### config.mk
export PLATFORM = sky130hd
export DESIGN_NAME = dit_top
export DESIGN_NICKNAME = d
export VERILOG_FILES = /design/src/pkg/dit_pkg.sv /design/src/pkg/dit_cnt_if.sv /design/src/verilog/dit_core.sv /design/src/verilog/dit_top.sv
export SDC_FILE = /design/constraint.sdc
export NUM_CORES = 1
export LEC_CHECK = 0
export BUFFER_PORTS_ARGS = -buffer_cell sky130_fd_sc_hd__buf_2
export CELL_PAD_IN_SITES_DETAIL_PLACEMENT = 0
export CELL_PAD_IN_SITES_GLOBAL_PLACEMENT = 1
export CORE_MARGIN = 2
export CORE_UTILIZATION = 43
export DETAILED_ROUTE_END_ITERATION = 7
export GPL_ROUTABILITY_DRIVEN = 1
export GPL_TIMING_DRIVEN = 0
export PLACE_DENSITY_LB_ADDON = 0.1
export SLEW_MARGIN = 40
export SYNTH_ARGS = -nofsm -noshare
export SYNTH_HDL_FRONTEND = slang
export SYNTH_SLANG_ARGS = --single-unit
### constraint.sdc
create_clock -name sys_clk -period 4.2 [get_ports sys_clk]
set_input_delay 0.63 -clock sys_clk [delete_from_list [all_inputs] [get_ports sys_clk]]
set_output_delay 0.63 -clock sys_clk [all_outputs]
set_load 0.03 [all_outputs]
### src/pkg/dit_pkg.sv
// Package with register map, field positions and timing constants of the interval timer.
package dit_pkg;
    // ------------------------------------------------------------------
    // Register map
    // ------------------------------------------------------------------
    localparam logic [7:0] CMD_OFF = 8'h00;
    localparam logic [7:0] CNT_HI_OFF = 8'hA4;
    localparam logic [7:0] CNT_LO_OFF = 8'hA8;
    localparam logic [7:0] STAT_OFF = 8'h04;
    // ------------------------------------------------------------------
    // Fields and reset values
    // ------------------------------------------------------------------
    localparam int BEGIN_BIT_POS = 5;
    localparam int HALT_BIT_POS = 4;
    localparam logic [15:0] CNT_HALF_RST = 16'hFFFF;
    localparam logic [31:0] CNT_ALL_ONES = 32'hFFFFFFFF;
    // ------------------------------------------------------------------
    // Timing
    // ------------------------------------------------------------------
    localparam int TICK_CYCLES = 4;
    localparam logic [1:0] TICK_LAST = 2'(TICK_CYCLES - 1);
    localparam logic [1:0] RESP_OKAY = 2'h0;
    localparam logic [1:0] RESP_SLVERR = 2'h2;
    typedef enum logic [1:0] {
        DIT_IDLE = 2'b01,
        DIT_RUN = 2'b10
    } dit_state_t;
endpackage

### src/pkg/dit_cnt_if.sv
// Interface between the register slave and the tick counter core.
`timescale 1ns/1ps
interface dit_cnt_if;
    logic run;
    logic wr_hi;
    logic wr_lo;
    logic [15:0] wdata;
    logic [31:0] count;
    logic running;
    modport ctl (output run, output wr_hi, output wr_lo, output wdata, input count, input running);
    modport core (input run, input wr_hi, input wr_lo, input wdata, output count, output running);
endinterface

### src/verilog/dit_core.sv
// Tick prescaler and 32-bit down-counter core.
`timescale 1ns/1ps
module dit_core (
    // Clock and reset
    input wire logic sys_clk,
    input wire logic rst_n,
    // Control
    dit_cnt_if.core cif
);
    typedef struct packed {
        dit_pkg::dit_state_t state;
        logic [1:0] pre;
        logic [31:0] cnt;
    } dit_core_st_t;

    dit_core_st_t st_ff;
    dit_core_st_t nxt_st;

    function automatic logic [31:0] dec32(input logic [31:0] v);
        dec32 = v - 32'h00000001;
    endfunction

    always_comb begin
        nxt_st = st_ff;
        case (st_ff.state)
            dit_pkg::DIT_IDLE: begin
                nxt_st.pre = 2'h0;
                if (cif.run) begin
                    nxt_st.state = dit_pkg::DIT_RUN;
                end
            end
            dit_pkg::DIT_RUN: begin
                if (!cif.run) begin
                    nxt_st.state = dit_pkg::DIT_IDLE;
                end else begin
                    nxt_st.pre = st_ff.pre + 2'h1;
                    if (st_ff.pre == dit_pkg::TICK_LAST) begin
                        // Zero steps to all ones through the natural wrap.
                        nxt_st.cnt = dec32(st_ff.cnt);
                    end
                end
            end
            default: begin
                nxt_st.state = dit_pkg::DIT_IDLE;
            end
        endcase
        // Software writes take precedence over a tick in the same cycle.
        if (cif.wr_hi) begin
            nxt_st.cnt[31:16] = cif.wdata;
        end
        if (cif.wr_lo) begin
            nxt_st.cnt[15:0] = cif.wdata;
        end
    end

    always_ff @(posedge sys_clk or negedge rst_n) begin
        if (!rst_n) begin
            st_ff <= '{dit_pkg::DIT_IDLE, 2'h0, dit_pkg::CNT_ALL_ONES};
        end else begin
            st_ff <= nxt_st;
        end
    end

    assign cif.count = st_ff.cnt;
    assign cif.running = (st_ff.state == dit_pkg::DIT_RUN);
endmodule

### src/verilog/dit_top.sv
// AXI4-Lite register slave of the interval down-counter.
`timescale 1ns/1ps
// Functional notes
// - The count is 32 bits held as an upper and a lower 16-bit register.
// - While running the count drops by one every four clock cycles.
// - Writing the command register with the begin bit set and the halt bit clear starts counting.
// - Writing the command register with the halt bit set freezes both halves.
module dit_top (
    // Clock and reset
    input wire logic sys_clk,
    input wire logic rstn,
    // AXI4-Lite write address
    input wire logic [7:0] s_axi_awaddr,
    input wire logic s_axi_awvalid,
    output logic s_axi_awready,
    // AXI4-Lite write data
    input wire logic [31:0] s_axi_wdata,
    input wire logic [3:0] s_axi_wstrb,
    input wire logic s_axi_wvalid,
    output logic s_axi_wready,
    // AXI4-Lite write response
    output logic [1:0] s_axi_bresp,
    output logic s_axi_bvalid,
    input wire logic s_axi_bready,
    // AXI4-Lite read address
    input wire logic [7:0] s_axi_araddr,
    input wire logic s_axi_arvalid,
    output logic s_axi_arready,
    // AXI4-Lite read data
    output logic [31:0] s_axi_rdata,
    output logic [1:0] s_axi_rresp,
    output logic s_axi_rvalid,
    input wire logic s_axi_rready
);
    // ------------------------------------------------------------------
    // Reset synchroniser
    // ------------------------------------------------------------------
    logic [1:0] rst_sync_ff;
    logic rst_n;

    always_ff @(posedge sys_clk or negedge rstn) begin
        if (!rstn) begin
            rst_sync_ff <= 2'b00;
        end else begin
            rst_sync_ff <= {rst_sync_ff[0], 1'b1};
        end
    end
    assign rst_n = rst_sync_ff[1];

    // ------------------------------------------------------------------
    // Slave state
    // ------------------------------------------------------------------
    typedef struct packed {
        logic aw_have;
        logic [7:0] aw_addr;
        logic w_have;
        logic [31:0] w_data;
        logic [3:0] w_strb;
        logic bvalid;
        logic [1:0] bresp;
        logic rvalid;
        logic [31:0] rdata;
        logic [1:0] rresp;
        logic run;
        logic wr_hi;
        logic wr_lo;
        logic [15:0] wdata;
        logic aw_rdy;
        logic w_rdy;
        logic ar_rdy;
    } dit_slv_st_t;

    // Ready flags are kept as their own flops so every bus output comes from a register.
    localparam dit_slv_st_t SLV_RST = '{aw_rdy: 1'b1, w_rdy: 1'b1, ar_rdy: 1'b1, default: '0};

    dit_slv_st_t st_ff;
    dit_slv_st_t nxt_st;
    dit_cnt_if cif ();

    function automatic logic addr_ok(input logic [7:0] a);
        addr_ok = (a == dit_pkg::CMD_OFF) || (a == dit_pkg::CNT_HI_OFF)
            || (a == dit_pkg::CNT_LO_OFF) || (a == dit_pkg::STAT_OFF);
    endfunction

    always_comb begin
        nxt_st = st_ff;
        nxt_st.wr_hi = 1'b0;
        nxt_st.wr_lo = 1'b0;
        // Each channel is taken on its own; the write completes once both are held.
        if (s_axi_awvalid && !st_ff.aw_have) begin
            nxt_st.aw_have = 1'b1;
            nxt_st.aw_addr = s_axi_awaddr;
        end
        if (s_axi_wvalid && !st_ff.w_have) begin
            nxt_st.w_have = 1'b1;
            nxt_st.w_data = s_axi_wdata;
            nxt_st.w_strb = s_axi_wstrb;
        end
        if (st_ff.aw_have && st_ff.w_have && !st_ff.bvalid) begin
            nxt_st.aw_have = 1'b0;
            nxt_st.w_have = 1'b0;
            nxt_st.bvalid = 1'b1;
            nxt_st.bresp = addr_ok(st_ff.aw_addr) ? dit_pkg::RESP_OKAY : dit_pkg::RESP_SLVERR;
            nxt_st.wdata = st_ff.w_data[15:0];
            case (st_ff.aw_addr)
                dit_pkg::CMD_OFF: begin
                    // Halt wins when both bits are written together, so a stray
                    // begin never restarts a measurement being read out.
                    if (st_ff.w_strb[0] && st_ff.w_data[dit_pkg::HALT_BIT_POS]) begin
                        nxt_st.run = 1'b0;
                    end else if (st_ff.w_strb[0] && st_ff.w_data[dit_pkg::BEGIN_BIT_POS]) begin
                        nxt_st.run = 1'b1;
                    end
                end
                dit_pkg::CNT_HI_OFF: begin
                    nxt_st.wr_hi = &st_ff.w_strb[1:0];
                end
                dit_pkg::CNT_LO_OFF: begin
                    nxt_st.wr_lo = &st_ff.w_strb[1:0];
                end
                default: begin
                    nxt_st.wr_hi = 1'b0;
                end
            endcase
        end
        if (st_ff.bvalid && s_axi_bready) begin
            nxt_st.bvalid = 1'b0;
        end
        // Read path: address taken only while no read data is pending.
        if (s_axi_arvalid && !st_ff.rvalid) begin
            nxt_st.rvalid = 1'b1;
            nxt_st.rresp = addr_ok(s_axi_araddr) ? dit_pkg::RESP_OKAY : dit_pkg::RESP_SLVERR;
            case (s_axi_araddr)
                dit_pkg::CMD_OFF: begin
                    nxt_st.rdata = 32'h00000000;
                end
                dit_pkg::STAT_OFF: begin
                    nxt_st.rdata = {31'h00000000, cif.running};
                end
                dit_pkg::CNT_HI_OFF: begin
                    nxt_st.rdata = {16'h0000, cif.count[31:16]};
                end
                dit_pkg::CNT_LO_OFF: begin
                    nxt_st.rdata = {16'h0000, cif.count[15:0]};
                end
                default: begin
                    nxt_st.rdata = 32'h00000000;
                end
            endcase
        end else if (st_ff.rvalid && s_axi_rready) begin
            nxt_st.rvalid = 1'b0;
        end
        nxt_st.aw_rdy = !nxt_st.aw_have;
        nxt_st.w_rdy = !nxt_st.w_have;
        nxt_st.ar_rdy = !nxt_st.rvalid;
    end

    always_ff @(posedge sys_clk or negedge rst_n) begin
        if (!rst_n) begin
            st_ff <= SLV_RST;
        end else begin
            st_ff <= nxt_st;
        end
    end

    // ------------------------------------------------------------------
    // Counter core
    // ------------------------------------------------------------------
    assign cif.run = st_ff.run;
    assign cif.wr_hi = st_ff.wr_hi;
    assign cif.wr_lo = st_ff.wr_lo;
    assign cif.wdata = st_ff.wdata;

    dit_core u_core (
        .sys_clk(sys_clk),
        .rst_n(rst_n),
        .cif(cif)
    );

    // ------------------------------------------------------------------
    // Outputs
    // ------------------------------------------------------------------
    assign s_axi_awready = st_ff.aw_rdy;
    assign s_axi_wready = st_ff.w_rdy;
    assign s_axi_bvalid = st_ff.bvalid;
    assign s_axi_bresp = st_ff.bresp;
    assign s_axi_arready = st_ff.ar_rdy;
    assign s_axi_rvalid = st_ff.rvalid;
    assign s_axi_rdata = st_ff.rdata;
    assign s_axi_rresp = st_ff.rresp;
endmodule

==> flow_summary.toml <==
[outcome]
status = "completed"

[cts]
post_cts.resized_instances = 0
clk_latency_ns = 0.35
cts_made_buffers = 9
cts_max_path_buffers = 2
cts.clk_slew.worst_paths_ns = 0.07
post_cts.repair.setup_buffers = 0
cts_htree_levels = 3
tritoncts = "done"
cts_hold_repair.buffers = 0
cts_sinks = 108
clockRootBuffer = "clkbuf_16"

[worst_setup_path]
critical_path.startpoint_type = "flip-flop"
worst-path-max-fanout = 8
timing.setup.critical_path_class = "flip-flop to flip-flop"
setup.worst_path.end_class = "flip-flop"
cp_arrival_ns = 2.61
cp.required_ns = 4.48

[timing]
fin_crit_ns = 2.329
finalHoldViolCount = 0
max_clock_freq_mhz = 429.4
worstMarginPinSlew_ns = 0.7114
clock-skew-final_ns = 0.005752
final_critical_path_share_of_the_clock_period = 0.5545
slew_headroom = 0.5214
report.final.setup_viol = 0
slew_violations = 0
setup_repair_after_global_routing_missed_its_margin = "no"

[synthesis]
postSynth.asyncResetShare = 1.000
syn_avg_cell_area_um2 = 10.20
synth_enable_flop_cells = 0
synth.ff_latch_count = 108
synthesis.area_um2 = 5477
synth.yosys.warnings = 0
yosys_most_used_dff = "dfrtp_1"
yosysSeqAreaShare = 0.5017
yosys.cell_types.count = 55
synthCells = 537

[power]
ir_drop_v = 0.0003320
power_density_nw_per_um2 = 541.9
static-leakage-power_nw = 2.969
finalPower_mw = 3.512

[worst_hold_path]
min_path_type = "primary input to async pin"

[layout]
most-common-layout-cells = "nand2_1 (74), dfrtp_1 (71), buf_2 (66), buf_4 (36), dfstp_2 (36)"
number_of_diodes = 0
final_layout_fill_cell_count = 1228
area_of_the_multi_input_gates_um2 = 2392
sequential_cell_area_um2 = 2751
area_delta_synth_final_pct = 18.35
post_route_cells_drive_above_1_share = 0.3097
stdcell_count = 808
final_cell_area_um2 = 6481
final_common_cell = "nand2_1"
nNetsFinal = 692

[placement]
place_congestion = 0.8994
port-buffer-count = 63
placedCellCount = 792
placement.cell_area_um2 = 6135
dp_hpwl_um = 9826

[routing]
drtAntennaViolNets = 0
detail_route.vias_per_cell = 5.342
route.final.wire_length_um = 13050
detailroute.via_count = 4316
drc_violation_count_after_routing = 0
initialDrtViolationCount = 220
drt-pass1-iter-count = 5
routed_wire_length_per_instance_um = 16.15

[floorplanning]
io_pins = 100
core_region_area_um2 = 12520
core.rowCount = 41
fp.dieArea_um2 = 13660
die-height_um = 116.9
starting_density_of_the_core = 0.4375
die_width_um = 116.9

[grt]
vias_in_the_first_global_route = 4130
gr-total-overflow = 0
antenna_found_initial = 0
largest_net_degree_at_the_start_of_global_routing = 32
track_usage = 0.2045
grt_pass1_wl_um = 21310

[flow_run]
max_cap_viol_count = 0
## metal layers
layer | vias to the layer above | track usage | part of all wire
met5 | - | 0 | 0
met4 | 0 | 0.06980 | 0.016
met3 | 17 | 0.03090 | 0.058
met2 | 135 | 0.3418 | 0.47
met1 | 2054 | 0.2736 | 0.45
li1 | 2110 | - | -
## cells by family after synthesis
| group | Yosys count | synth area share |
|---|---|---|
| simple gates | 208 | 0.2063 |
| flops | 108 | 0.5017 |
| buf+inv | 73 | 0.07539 |
| compound gates | 109 | 0.1433 |
| mux | 25 | 0.05141 |
| xor+xnor | 10 | 0.01599 |
| fa+ha+maj | 2 | 0.004569 |
| other cells | 2 | 0.001371 |
## worst paths after layout
check                           slack [ns]                                to  cells past startpoint                             from
worst max-delay path                  1.87  u_core.cif.count[23]$_DFFE_PN1P_                      5  u_core.cif.count[2]$_DFFE_PN1P_
worst min-delay path                  0.04          rst_sync_ff[1]$_DFF_PN0_                      1                             rstn
worst max register to register        1.87  u_core.cif.count[23]$_DFFE_PN1P_                      5  u_core.cif.count[2]$_DFFE_PN1P_
worst min register to register        0.22          cif.wdata[6]$_DFFE_PN0P_                      0         rst_sync_ff[1]$_DFF_PN0_
max in group asynchronous             3.22           s_axi_arready$_DFF_PN1_                      2         rst_sync_ff[1]$_DFF_PN0_
min in group sys_clk                  0.36          rst_sync_ff[1]$_DFF_PN0_                      0         rst_sync_ff[0]$_DFF_PN0_
## critical path, cell delays in order (launching register included)
cell and delay (ns):
dfstp_2 0.36, clkbuf_1 0.21, nor4_1 0.50, nand3_1 0.40
or4_1 0.60, a31oi_1 0.19
## Yosys cell counts (all sizes together), types with 7 or more instances
master,number,area [um2]
nor4,15,106.4
dfrtp,72,1802
dfstp,36,945.9
buf,40,289.0
nand2,74,277.8
a21oi,9,45.04
inv,12,45.04
a31oi,15,93.84
nand4,9,56.30
nor2,25,93.84
xor2,7,61.31
nor3,9,45.04
or3,10,66.31
clkbuf,21,78.83
or4,17,135.1
o21ai,22,110.1
o31ai,9,67.56
nand3,14,70.07
a22o,33,290.3
mux2,25,281.5
## final cells by class
| cell class | instances | area share |
|---|---|---|
| buffer | 61 | 0.05676 |
| sequential | 108 | 0.4245 |
| timing repair buffer | 66 | 0.05792 |
| multi-input combinational | 373 | 0.3691 |
| clock inverter | 4 | 0.01197 |
| tap | 172 | 0.03320 |
| inverter | 12 | 0.006950 |
| clock buffer | 12 | 0.03958 |
## flip-flops by register name (all words and copies together), names as in the netlist, 2 cells and up
signal / count
st_ff: 28
rst_sync_ff: 2
s_axi_rdata: 16
u_core.st_ff: 4
u_core.cif.count: 32
cif.wdata: 16
## where the power goes
group,switching (mW),internal (mW)
registers,0.238,1.35
clock network,0.392,0.560
logic,0.571,0.406
## stage by stage
step	setup TNS, ns	hold WS, ns	utilization	setup slack [ns]
detailed placement	0	0.2253	0.4901	1.402
floorplan	0	0.3312	-	1.032
CTS	0	0.03279	0.5168	1.774
global placement	-14.92	0.3377	0.4850	-0.2230
finish	0	0.04441	0.5178	1.871
global route	0	0.03390	0.5178	1.587
Power figures use the tool's default switching activity.
